## src/pss_pkg.sv

```systemverilog
/*
  Constants, types and decode functions shared by the PWM shutdown and
  start-up sequencer. Assumes a single 100 MHz clock domain.
*/
package pss_pkg;

  // ********************************************************************
  // register map
  // ********************************************************************
  localparam logic [7:0] ADDR_SD_SET = 8'h19;
  localparam logic [7:0] ADDR_RAMP   = 8'h1A;
  localparam logic [7:0] ADDR_TRIM   = 8'h1B;
  localparam logic [7:0] ADDR_RETRY  = 8'h1C;

  localparam logic [7:0] SD_SET_RST  = 8'h30;
  localparam logic [7:0] RAMP_RST    = 8'h0F;
  localparam logic       TRIM_SEL_RST = 1'b1;
  localparam logic [3:0] RETRY_RST   = 4'h2;
  localparam logic [3:0] MASK_ALL    = 4'hF;

  localparam int RAMP_DIS_BIT  = 7;
  localparam int TRIM_DONE_BIT = 6;
  localparam int TRIM_SEL_BIT  = 1;

  // ********************************************************************
  // timing
  // ********************************************************************
  localparam int CLK_PERIOD_NS = 10;
  localparam int TICK_NS       = 100000;
  localparam int TICK_CYC      = TICK_NS / CLK_PERIOD_NS;
  localparam int TRIM_TIME_NS  = 640;
  localparam int TRIM_CYC_I    = (TRIM_TIME_NS + CLK_PERIOD_NS - 1)
                                 / CLK_PERIOD_NS;
  localparam logic [6:0] TRIM_CYC = 7'(TRIM_CYC_I);
  localparam int TMR_W = 18;

  // ********************************************************************
  // types
  // ********************************************************************
  typedef struct packed {
    logic [7:0] addr;
    logic [7:0] wdata;
    logic       wr;
    logic       rd;
  } pss_bus_t;

  typedef enum logic [2:0] {
    ST_SHUT, ST_RAMP_UP, ST_RUN, ST_RAMP_DOWN, ST_FAULT
  } pss_state_t;

  // soft ramp length in 0.1 ms ticks; zero means no interval
  function automatic logic [TMR_W-1:0] ramp_ticks(input logic [4:0] code);
    case (code)
      5'h08: ramp_ticks = 18'd165;
      5'h09: ramp_ticks = 18'd239;
      5'h0A: ramp_ticks = 18'd314;
      5'h0B: ramp_ticks = 18'd404;
      5'h0C: ramp_ticks = 18'd539;
      5'h0D: ramp_ticks = 18'd703;
      5'h0E: ramp_ticks = 18'd942;
      5'h0F: ramp_ticks = 18'd1257;
      5'h10: ramp_ticks = 18'd1646;
      5'h11: ramp_ticks = 18'd2394;
      5'h12: ramp_ticks = 18'd3142;
      5'h13: ramp_ticks = 18'd4039;
      5'h14: ramp_ticks = 18'd5386;
      5'h15: ramp_ticks = 18'd7031;
      5'h16: ramp_ticks = 18'd9425;
      5'h17: ramp_ticks = 18'd12566;
      5'h18: ramp_ticks = 18'd17281;
      5'h19: ramp_ticks = 18'd25136;
      5'h1A: ramp_ticks = 18'd32991;
      5'h1B: ramp_ticks = 18'd42417;
      5'h1C: ramp_ticks = 18'd56556;
      5'h1D: ramp_ticks = 18'd73837;
      5'h1E: ramp_ticks = 18'd98973;
      5'h1F: ramp_ticks = 18'd131964;
      default: ramp_ticks = 18'd0;
    endcase
  endfunction : ramp_ticks

  // power-stage retry wait in 0.1 ms ticks
  function automatic logic [TMR_W-1:0] retry_ticks(input logic [3:0] code);
    case (code)
      4'h2: retry_ticks = 18'd2990;
      4'h3: retry_ticks = 18'd4490;
      4'h4: retry_ticks = 18'd5980;
      4'h5: retry_ticks = 18'd7480;
      4'h6: retry_ticks = 18'd8980;
      4'h7: retry_ticks = 18'd10470;
      4'h8: retry_ticks = 18'd11970;
      4'h9: retry_ticks = 18'd13460;
      default: retry_ticks = 18'd14960;
    endcase
  endfunction : retry_ticks

endpackage : pss_pkg

```

## src/pss_tick_div.sv

```systemverilog
/*
  Divider that emits a one-cycle enable every DIV clocks.
  Assumes DIV is between 2 and 65535.
*/
`timescale 1ns/1ps
module pss_tick_div
#(
  parameter int DIV = 10000
)
(
  // clock and reset
  input  wire logic clk,
  input  wire logic rst_n,
  // enable
  output logic      tick
);

  logic [15:0] cnt_ff;

  always_ff @(posedge clk or negedge rst_n)
  begin
    if (!rst_n)
    begin
      cnt_ff <= 16'h0000;
      tick   <= 1'b0;
    end
    else if (cnt_ff == 16'(DIV - 1))
    begin
      cnt_ff <= 16'h0000;
      tick   <= 1'b1;
    end
    else
    begin
      cnt_ff <= cnt_ff + 16'h0001;
      tick   <= 1'b0;
    end
  end

endmodule : pss_tick_div

```

## src/pss_tick_timer.sv

```systemverilog
/*
  Down counter that runs on an enable pulse and flags its end once.
  Assumes load values are never zero.
*/
`timescale 1ns/1ps
module pss_tick_timer
  import pss_pkg::*;
(
  // clock and reset
  input  wire logic             clk,
  input  wire logic             rst_n,
  // control
  input  wire logic             tick,
  input  wire logic             load,
  input  wire logic [TMR_W-1:0] load_val,
  // status
  output logic [TMR_W-1:0]      cnt,
  output logic                  done
);

  always_ff @(posedge clk or negedge rst_n)
  begin
    if (!rst_n)
    begin
      cnt  <= '0;
      done <= 1'b0;
    end
    else if (load)
    begin
      cnt  <= load_val;
      done <= 1'b0;
    end
    else if (tick && cnt != '0)
    begin
      cnt  <= cnt - 18'd1;
      done <= (cnt == 18'd1);
    end
    else
    begin
      done <= 1'b0;
    end
  end

endmodule : pss_tick_timer

```

## src/pss_sequencer.sv

```systemverilog
/*
  PWM shutdown and start-up sequencer: channel shutdown set, soft ramp
  timing, oscillator trim control and power-stage fault retry, with a
  byte register port. Assumes the shutdown command, shutdown behaviour
  bit and power-stage error come from logic on clk; the power-down pin
  is asynchronous.
*/
`timescale 1ns/1ps
// Operation
// software writes shutdown set 0x30 for bridge-tied, 0x3A for parallel
// with behaviour bit 0, masked channels stay stopped leaving shutdown
// mask bits 3..0 map to channels 4..1; 1 means in shutdown set
// 50% duty ramp on shutdown entry/exit or pin change, timer enabled
// period code selects none for 00xxx, else 16.5 ms to 13196.4 ms
// internal oscillator trim engine supports clock rate detection; here trim is only a fixed 64-cycle count
// writing 0x00 to trim register selects the factory trim
// software starts a trim after each reset before relying on it
// trim register bit 6 reads 0 until trim finishes, then 1
// trim select bit resets to 1; writing 0 selects factory trim
// power-stage error resets stage, halts PWM, waits retry period
// retry code 2 gives 299 ms, up to 1346 ms, 10 and above 1496 ms
// software writes only non-reserved retry values
// retry register takes exactly one write after each reset
// disabled timer or no-interval code skips the ramp entirely
module pss_sequencer
  import pss_pkg::*;
#(
  parameter int TICK_CYCLES = TICK_CYC
)
(
  // clock and reset
  input  wire logic       clk,
  input  wire logic       rst_n,
  // register port
  input  wire pss_bus_t   bus,
  output logic [7:0]      reg_rdata,
  // system control
  input  wire logic       all_ch_shutdown,
  input  wire logic       sd_behaviour,
  input  wire logic       power_down_pin_n,
  input  wire logic       power_stage_err,
  // channel control
  output logic [3:0]      ch_run,
  output logic            ch_half_duty,
  output logic            power_stage_rst,
  // oscillator
  output logic            osc_factory_trim,
  output logic            osc_trim_done
);

  // ********************************************************************
  // declarations
  // ********************************************************************
  pss_state_t       state_ff;
  pss_state_t       nxt_state;
  logic [7:0]       shutdown_set_ff;
  logic             ramp_dis_ff;
  logic [4:0]       ramp_code_ff;
  logic             trim_sel_ff;
  logic             trim_done_ff;
  logic [6:0]       trim_cnt_ff;
  logic [3:0]       retry_ff;
  logic             retry_locked_ff;
  logic [3:0]       run_mask_ff;
  logic [1:0]       pdn_sync_ff;
  logic [7:0]       rdata_ff;
  logic [3:0]       ch_run_ff;
  logic             half_duty_ff;
  logic             ps_rst_ff;
  logic             factory_ff;
  logic             tick;
  logic             tmr_load;
  logic [TMR_W-1:0] tmr_val;
  logic [TMR_W-1:0] tmr_cnt;
  logic             tmr_done;
  logic             sd_req;
  logic             ramp_on;
  logic             wr_trim;
  logic             wr_retry_ok;
  logic [7:0]       rd_val;

  assign reg_rdata        = rdata_ff;
  assign ch_run           = ch_run_ff;
  assign ch_half_duty     = half_duty_ff;
  assign power_stage_rst  = ps_rst_ff;
  assign osc_factory_trim = factory_ff;
  assign osc_trim_done    = trim_done_ff;

  // ********************************************************************
  // pin synchroniser
  // ********************************************************************
  // pin resets to the powered-down level so nothing starts early
  always_ff @(posedge clk or negedge rst_n)
  begin
    if (!rst_n)
      pdn_sync_ff <= 2'b00;
    else
      pdn_sync_ff <= {pdn_sync_ff[0], power_down_pin_n};
  end

  // either source of shutdown counts; with ramp_on set, each edge of it outside ST_RAMP_DOWN and ST_FAULT starts a ramp
  assign sd_req  = all_ch_shutdown | ~pdn_sync_ff[1];
  assign ramp_on = ~ramp_dis_ff && (ramp_ticks(ramp_code_ff) != '0);

  // ********************************************************************
  // timebase and timer
  // ********************************************************************
  pss_tick_div #(
    .DIV (TICK_CYCLES)
  ) u_div (
    .clk   (clk),
    .rst_n (rst_n),
    .tick  (tick)
  );

  // one timer serves ramps and retry waits; they never overlap
  pss_tick_timer u_tmr (
    .clk      (clk),
    .rst_n    (rst_n),
    .tick     (tick),
    .load     (tmr_load),
    .load_val (tmr_val),
    .cnt      (tmr_cnt),
    .done     (tmr_done)
  );

  // ********************************************************************
  // register writes
  // ********************************************************************
  assign wr_trim     = bus.wr && (bus.addr == ADDR_TRIM);
  assign wr_retry_ok = bus.wr && (bus.addr == ADDR_RETRY) &&
                       !retry_locked_ff && (bus.wdata[7:4] == 4'h0) &&
                       (bus.wdata[3:1] != 3'h0);

  always_ff @(posedge clk or negedge rst_n)
  begin
    if (!rst_n)
      shutdown_set_ff <= SD_SET_RST;
    else if (bus.wr && bus.addr == ADDR_SD_SET)
      shutdown_set_ff <= bus.wdata;
  end

  always_ff @(posedge clk or negedge rst_n)
  begin
    if (!rst_n)
    begin
      ramp_dis_ff  <= RAMP_RST[RAMP_DIS_BIT];
      ramp_code_ff <= RAMP_RST[4:0];
    end
    else if (bus.wr && bus.addr == ADDR_RAMP)
    begin
      ramp_dis_ff  <= bus.wdata[RAMP_DIS_BIT];
      ramp_code_ff <= bus.wdata[4:0];
    end
  end

  // reserved retry codes are dropped without using up the one write
  always_ff @(posedge clk or negedge rst_n)
  begin
    if (!rst_n)
    begin
      retry_ff        <= RETRY_RST;
      retry_locked_ff <= 1'b0;
    end
    else if (wr_retry_ok)
    begin
      retry_ff        <= bus.wdata[3:0];
      retry_locked_ff <= 1'b1;
    end
  end

  // ********************************************************************
  // oscillator trim
  // ********************************************************************
  // a write restarts trim; the engine stays idle until then
  always_ff @(posedge clk or negedge rst_n)
  begin
    if (!rst_n)
    begin
      trim_sel_ff  <= TRIM_SEL_RST;
      factory_ff   <= ~TRIM_SEL_RST;
      trim_cnt_ff  <= 7'h00;
      trim_done_ff <= 1'b0;
    end
    else if (wr_trim)
    begin
      trim_sel_ff  <= bus.wdata[TRIM_SEL_BIT];
      factory_ff   <= ~bus.wdata[TRIM_SEL_BIT];
      trim_cnt_ff  <= TRIM_CYC;
      trim_done_ff <= 1'b0;
    end
    else if (trim_cnt_ff != 7'h00)
    begin
      trim_cnt_ff  <= trim_cnt_ff - 7'h01;
      trim_done_ff <= (trim_cnt_ff == 7'h01);
    end
  end

  // ********************************************************************
  // register reads
  // ********************************************************************
  always_comb
  begin
    rd_val = 8'h00;
    case (bus.addr)
      ADDR_SD_SET: rd_val = shutdown_set_ff;
      ADDR_RAMP:   rd_val = {ramp_dis_ff, 2'b00, ramp_code_ff};
      ADDR_TRIM:   rd_val = {1'b0, trim_done_ff, 4'h0,
                             trim_sel_ff, 1'b0};
      ADDR_RETRY:  rd_val = {4'h0, retry_ff};
      default:     rd_val = 8'h00;
    endcase
  end

  // data stand for the cycle after the read strobe only
  always_ff @(posedge clk or negedge rst_n)
  begin
    if (!rst_n)
      rdata_ff <= 8'h00;
    else if (bus.rd)
      rdata_ff <= rd_val;
    else
      rdata_ff <= 8'h00;
  end

  // ********************************************************************
  // sequencer
  // ********************************************************************
  always_comb
  begin
    nxt_state = state_ff;
    tmr_load  = 1'b0;
    tmr_val   = ramp_ticks(ramp_code_ff);
    case (state_ff)
      ST_SHUT:
        if (!sd_req)
        begin
          nxt_state = ramp_on ? ST_RAMP_UP : ST_RUN;
          tmr_load  = ramp_on;
        end
      ST_RAMP_UP:
        if (sd_req)
        begin
          nxt_state = ramp_on ? ST_RAMP_DOWN : ST_SHUT;
          tmr_load  = ramp_on;
        end
        else if (tmr_done)
          nxt_state = ST_RUN;
      ST_RUN:
        if (sd_req)
        begin
          nxt_state = ramp_on ? ST_RAMP_DOWN : ST_SHUT;
          tmr_load  = ramp_on;
        end
      ST_RAMP_DOWN:
        if (tmr_done)
          nxt_state = ST_SHUT;
      ST_FAULT:
        if (tmr_done)
          nxt_state = sd_req ? ST_SHUT : ST_RUN;
      default:
        nxt_state = ST_SHUT;
    endcase
    // a stage error overrides any other move while the stage is live
    if (power_stage_err && state_ff != ST_SHUT && state_ff != ST_FAULT)
    begin
      nxt_state = ST_FAULT;
      tmr_load  = 1'b1;
      tmr_val   = retry_ticks(retry_ff);
    end
  end

  always_ff @(posedge clk or negedge rst_n)
  begin
    if (!rst_n)
      state_ff <= ST_SHUT;
    else
      state_ff <= nxt_state;
  end

  // set of channels that restart is fixed at shutdown exit
  always_ff @(posedge clk or negedge rst_n)
  begin
    if (!rst_n)
      run_mask_ff <= MASK_ALL;
    else if (state_ff == ST_SHUT && nxt_state != ST_SHUT)
      run_mask_ff <= sd_behaviour ? MASK_ALL
                                  : ~shutdown_set_ff[3:0];
  end

  // ********************************************************************
  // outputs
  // ********************************************************************
  always_ff @(posedge clk or negedge rst_n)
  begin
    if (!rst_n)
    begin
      ch_run_ff    <= 4'h0;
      half_duty_ff <= 1'b0;
      ps_rst_ff    <= 1'b0;
    end
    else
    begin
      case (state_ff)
        ST_RUN:       ch_run_ff <= run_mask_ff;
        ST_RAMP_UP:   ch_run_ff <= run_mask_ff;
        ST_RAMP_DOWN: ch_run_ff <= run_mask_ff;
        default:      ch_run_ff <= 4'h0;
      endcase
      half_duty_ff <= (state_ff == ST_RAMP_UP) ||
                      (state_ff == ST_RAMP_DOWN);
      ps_rst_ff    <= (state_ff == ST_FAULT);
    end
  end
endmodule : pss_sequencer

```

## config.mk

```make
export PLATFORM = sky130hd
export DESIGN_NAME = pss_sequencer
export DESIGN_NICKNAME = d
export VERILOG_FILES = /design/src/pss_pkg.sv /design/src/pss_tick_div.sv /design/src/pss_tick_timer.sv /design/src/pss_sequencer.sv
export SDC_FILE = /design/constraint.sdc
export NUM_CORES = 1
export LEC_CHECK = 0
export CAP_MARGIN = 5
export CELL_PAD_IN_SITES_DETAIL_PLACEMENT = 0
export CELL_PAD_IN_SITES_GLOBAL_PLACEMENT = 1
export CORE_MARGIN = 2
export CORE_UTILIZATION = 54
export DETAILED_ROUTE_END_ITERATION = 6
export DONT_BUFFER_PORTS = 1
export GPL_TIMING_DRIVEN = 1
export PLACE_DENSITY_LB_ADDON = 0.1
export SLEW_MARGIN = 20
export SYNTH_ARGS = -nofsm -noshare
export SYNTH_HDL_FRONTEND = slang
export SYNTH_HIERARCHICAL = 1
export SYNTH_SLANG_ARGS = --single-unit
```

## constraint.sdc

```tcl
create_clock -name clk -period 6.35 [get_ports clk]
set_input_delay 1.27 -clock clk [delete_from_list [all_inputs] [get_ports clk]]
set_output_delay 1.27 -clock clk [all_outputs]
set_load 0.005 [all_outputs]
```

# [Word level (Yosys, flattened, before mapping)]
# Memory sizes are Yosys's and may differ from the RTL's.
# Index checks and enable logic that the tools add are counted.
[op_classes] n_bitwise=5 reduce_logical=26 n_eq_ne=12 add_sub_neg=3 muxes=30
[op_table] cell="$mux W18" count=3
[op_table] cell="$reduce_bool A18 Y1" count=2
[op_table] cell="$eq A8 B5 Y1 const B" count=4
[op_table] cell="$pmux W8 S4" count=1
[op_table] cell="$mux W3" count=7
[op_table] cell="$eq A18 B1 Y1 const B" count=1
[op_table] cell="$sub A18 B1 Y18 const B" count=1
[op_table] cell="$add A16 B1 Y16 const B" count=1
[op_table] cell="$eq A16 B14 Y1 const B" count=1
[op_table] cell="$mux W16" count=1
[op_table] cell="$pmux W3 S5" count=1
[op_table] cell="$mux W7" count=2
[op_table] cell="$logic_and A1 B1 Y1" count=12
[op_table] cell="$reduce_bool A3 Y1" count=3
[op_table] cell="$mux W1" count=8
[op_table] cell="$mux W4" count=2
[op_table] cell="$mux W8" count=1
[op_table] cell="$eq A7 B1 Y1 const B" count=1
[op_table] cell="$reduce_bool A7 Y1" count=1
[op_table] cell="$sub A7 B1 Y7 const B" count=1
[op_table] cell="$eq A3 B2 Y1 const B" count=2
[op_table] cell="$mux W2" count=3
[op_table] cell="$logic_not A4 Y1" count=1
[op_table] cell="$not A4 Y4" count=1
[op_table] cell="12 further kinds" count=15
[word_totals] rom_bits=1360 n_memories=3 ff_bits=88 output_inout_bits=16 word_cells=99
[mem_list] memory="(no name shown)" depth=32 word_bits=18 read_ports=1 rd_clocked_by_memory_dff=0 wr=0 line="pss_pkg.sv:53" source="case (code)"
[mem_list] memory="(no name shown)" depth=32 word_bits=18 read_ports=1 rd_clocked_by_memory_dff=0 wr=0 line="pss_pkg.sv:53"
[mem_list] memory="(no name shown)" depth=16 word_bits=13 read_ports=1 rd_clocked_by_memory_dff=0 wr=0 line="pss_pkg.sv:84" source="case (code)"

# [Depth between registers and ports, before layout]
# An unclocked memory read counts as a cell.
[logic_depth] ltp_word=9 ltp_mapped=14 ltp_nobuf=12

# [Cells and area by module]
# Netlist, hierarchy kept.
[by_module_without_submodules] mod="pss_sequencer" area_each_um2=3407.0 n_inst=1 seq_area_each_um2=1316.3 cells_per_inst=357
[by_module_without_submodules] mod="pss_tick_timer" area_each_um2=1229.9 n_inst=1 seq_area_each_um2=475.5 cells_per_inst=127
[by_module_without_submodules] mod="pss_tick_div" area_each_um2=822.0 n_inst=1 seq_area_each_um2=425.4 cells_per_inst=74

# [Worst setup path before layout]
# No wires, ideal clock.
[synth_path] path_kind="register to register" from="register ramp_code_ff[0]" to="register u_tmr.cnt[11]" n_path_buf=2 t_required_ns=6.225 setup_ns=0.125 stages_incl_launch_ff=14 arrival_ns=3.071 period_less_slack_ns=3.196 setup_slack_ns=3.154 path_cell_list="dfstp_2 > buf_4 > inv_1 > ha_1 > nor4b_2 > a21oi_1 > a311o_1 > nor4_2 > a31oi_2 > nand3b_1 > nand3_1 > inv_1 > clkbuf_1 > mux2_2"
[synth_via] elab_chain_cells=7 elab_cells_between_ends=11 classes_between="mux: 6; reduce/logical: 3; memory: 2"
[synth_lines] element="from (decl)" line="pss_sequencer.sv:58" source="logic [4:0] ramp_code_ff;"
[synth_lines] element="from (signal assigned)" line="pss_sequencer.sv:148" source="ramp_code_ff <= RAMP_RST[4:0];"
[synth_lines] element="from (signal assigned)" line="pss_sequencer.sv:153" source="ramp_code_ff <= bus.wdata[4:0];"
[synth_lines] element="$mem_v2 Z32 W18 (*)"
[synth_lines] element="$reduce_bool A18 Y1 (*)" line="pss_sequencer.sv:103" source="assign ramp_on = ~ramp_dis_ff && (ramp_ticks(ramp_code_ff) != '0);"
[synth_lines] element="$logic_and A1 B1 Y1 (*)" line="pss_sequencer.sv:103"
[synth_lines] element="$mux W1, on equally long branches" line="pss_sequencer.sv:242, pss_sequencer.sv:250, pss_sequencer.sv:236"
[synth_lines] element="$pmux W1 S2 (*)" line="pss_sequencer.sv:234" source="case (state_ff)"
[synth_lines] element="$mux W1 (*)" line="pss_sequencer.sv:265" source="if (power_stage_err && state_ff != ST_SHUT && state_ff != ST_FAULT)"
[synth_lines] element="named net tmr_load" line="pss_sequencer.sv:72" source="logic tmr_load;"
[synth_lines] element="$mux W18 or $reduce_bool A2 Y1 (tied branches)"
[synth_lines] element="to (signal assigned)" line="pss_tick_timer.sv:30" source="cnt <= load_val;"
[synth_lines] element="to (signal assigned)" line="pss_tick_timer.sv:35" source="cnt <= cnt - 18'd1;"
[synth_lines] element="to (decl)" line="pss_tick_timer.sv:17" source="output logic [TMR_W-1:0] cnt,"
# Mark *: on every way through the listed nets, which the timed path passes. The rest lies on a longest branch.
# A chain may end at the register's enable or synchronous reset.

# [Worst setup path after layout]
[layout_path] from="register ramp_code_ff[0]" to="register u_tmr.cnt[7]"
# The elaborated chain is that of the path after synthesis.

==> impl_metrics.toml <==
[run_status]
outcome = "finished, final reports clean"

[critical_path]
critPathKind = "flop to flop"
endpoint_kind = "flop"
cp.arrival_ns = 4.43
crit_fanout = 21
start_kind = "flop"
critPathRequiredTime_ns = 6.62

[die]
die_w_um = 104.5
die_height_um = 104.5
ios = 40
fp-row-count = 36
die_area_um2 = 10930
core_um2 = 9774
start_util_pct = 55.85

[clock_network]
ctsRootBufferMaster = "clkbuf_8"
path_clk_slew_ns = 0.09
cts_tree = "built"
hold_buffers = 0
h-tree-depth = 3
clock_path_buffers = 2
cts.sinks = 88
cts_resized = 0
insertion_delay_ns = 0.38
cts_buffers = 9
postCtsSetupBuffers = 0

[route]
post-route-drc-count = 0
via_count = 4217
post_drt_wl_per_cell_um = 18.40
routed_wl_mm = 12.55
drtPass1Iterations = 5
postRouteAntennaNets = 0
routed_via_density = 6.183
drt_iter0_drc = 348

[global_route]
top_usage_layer = "met2"
antenna_found_initial = 0
overflow = 0
grt_pass1_wl_mm = 21.60
grt_use_met2_pct = 37.91
track_usage_pct = 24.68
met3_usage_pct = 6.488
grt_pass1_vias = 4121
grt_max_degree = 89
grtUsageMet1_pct = 33.78

[yosys]
synth_enable_flop_cells = 0
synth_top_area_share_pct = 34.84
async_flop_share_pct = 100.0
postSynthAreaPerCell_um2 = 9.783
synth.most_common_cell = "dfrtp_1"
syn-num-nets = 604
synth_commonest_cells = "76 x dfrtp_1, 52 x nand2_1, 41 x nor2_1"
synth_area_leader_cell = "dfrtp_1"
yosys_warnings = 6
syn-instance-count = 558
synth-seq-cells = 88
ys_seq_area_share_pct = 40.61
synth.cell_area_um2 = 5459
yosys.cell_types.count = 82
synth_top_cells_by_area = "dfrtp_1 35%, dfstp_2 5.8%, ha_1 5.0%, nand2_1 3.6%, mux2_2 3.1%"
synth_flop_cell = "dfrtp_1"

[timing]
period_minus_slack_ns = 4.161
clock_skew_ns = 0.01026
rsz0062_at_grt = "no"
max-slew-margin-rel_pct = 45.26
max_freq_mhz = 240.3
worst_pin_slew_ns = 0.8141
finalMaxSlewViolations = 0
setup_tns_ns = 0
setup_ws_ns = 2.189
final.period_utilization_pct = 65.53
setup_viol = 0
hold_viol_final = 0

[power]
p_total_mw = 1.735
vdd_drop_max_uv = 198.7
power_density_nw_per_um2 = 304.0
p_leak_nw = 2.397

[layout]
final_core_util_pct = 58.38
area_delta_synth_final_pct = 4.538
drive_gt1_share_pct = 13.66
fin_cells = 682
nets = 590
antenna_cells = 0

[place]
io_buffer_count = 0
place_hpwl_mm = 8.829
place_inst = 666
place_ws_ns = 2.248
place_congestion = 0.8910

[hold_path]
hp-class = "flop to flop"

[flow_run]
cap_violations = 0
critical path, cell delays in order (launching register included):
cell      delay [ns]
dfstp_2         0.69
inv_1           0.14
ha_1            0.39
nor2_1          0.20
a21oi_1         0.06
a32oi_1         0.31
nor4bb_1        0.42
a31oi_2         0.22
nand3b_1        0.14
nand3_1         0.53
inv_1           0.56
mux2_2          0.39
metrics by stage:
stage,area (µm²),hold WS (ns)
after global routing,5707,0.3875
after CTS,5704,0.3900
after detailed placement,5485,0.3515
after floorplan,5459,0.3312
after global placement,5485,0.3410
final,5707,0.3752
path summary, 6_finish.rpt:
path	start	to	slack, ns	cells past startpoint
max in group asynchronous	rst_n	ramp_code_ff[1]	5.59	0
worst max register to register	ramp_code_ff[0]	u_tmr/cnt[7]	2.19	11
worst min-delay path	pdn_sync_ff[0]	pdn_sync_ff[1]	0.38	0
worst min register to register	pdn_sync_ff[0]	pdn_sync_ff[1]	0.38	0
min in group asynchronous	rst_n	ch_run[3]	0.58	0
worst max-delay path	ramp_code_ff[0]	u_tmr/cnt[7]	2.19	11
power breakdown:
part           internal, mW  switching, mW  leakage, nW  total [mW]
combinational         0.225          0.313         1.16       0.539
clock                 0.222          0.210        0.110       0.432
sequential            0.652          0.112         1.12       0.764
cells in the final DEF, fill, tap and decap left out, types with 4 or more instances in the layout:
master,synthesis,routed
clkbuf_8,0,9
nor3_1,17,17
nor4_1,6,6
o21ai_0,29,29
mux2_2,15,15
xor2_1,15,15
and2_1,10,10
a211oi_1,9,9
ha_1,22,22
nor3b_1,4,4
a22oi_1,5,5
or4_1,5,5
a21o_1,4,4
a31oi_1,5,5
mux2_1,9,9
a21oi_1,25,25
nand4_1,6,6
nand3_1,19,19
and3_1,4,4
dfrtp_1,76,76
nor2_1,41,41
mux2i_1,6,6
nand3b_1,5,5
nand2_1,52,52
nor2b_1,11,10
inv_1,19,19
o31ai_1,5,5
nand2b_1,8,8
dfstp_2,12,12
xnor2_1,12,12
o21ai_1,4,4
sequential cells by signal, summed over array words and instances (netlist names), 2 cells and up:
| register | cells |
|---|---|
| state_ff | 3 |
| u_tmr/cnt | 18 |
| u_div/cnt_ff | 16 |
| ch_run | 4 |
| shutdown_set_ff | 8 |
| ramp_code_ff | 5 |
| pdn_sync_ff | 2 |
| retry_ff | 4 |
| run_mask_ff | 4 |
| trim_cnt_ff | 7 |
| reg_rdata | 8 |
layer usage:
metal  share of wire (%)  vias to the layer above  wire, µm
met1                  45                     2082      5689
li1                    -                     1995         -
met2                  48                      120      5977
met5                   0                        -         0
met4                 1.6                        0       207
met3                 5.4                       20       677
cell type report:
| type | count | area (µm²) |
|---|---|---|
| Fill cell | 878 | 4068 |
| Multi-Input combinational cell | 425 | 3025 |
| Sequential cell | 88 | 2217 |
| Tap cell | 133 | 166.4 |
| Clock buffer | 9 | 123.9 |
| Clock inverter | 7 | 95.09 |
| Inverter | 19 | 71.32 |
| Timing Repair Buffer | 1 | 7.507 |
cells by family after synthesis:
logic type / count (synthesis) / share of synthesized area, %
buf+inv: 45 / 4.011
simple gates: 220 / 23.93
mux: 31 / 6.326
fa+ha+maj: 22 / 5.042
xor+xnor: 27 / 4.332
compound gates: 125 / 15.75
flops: 88 / 40.61
No activity file was read; power rests on OpenSTA's default activity.
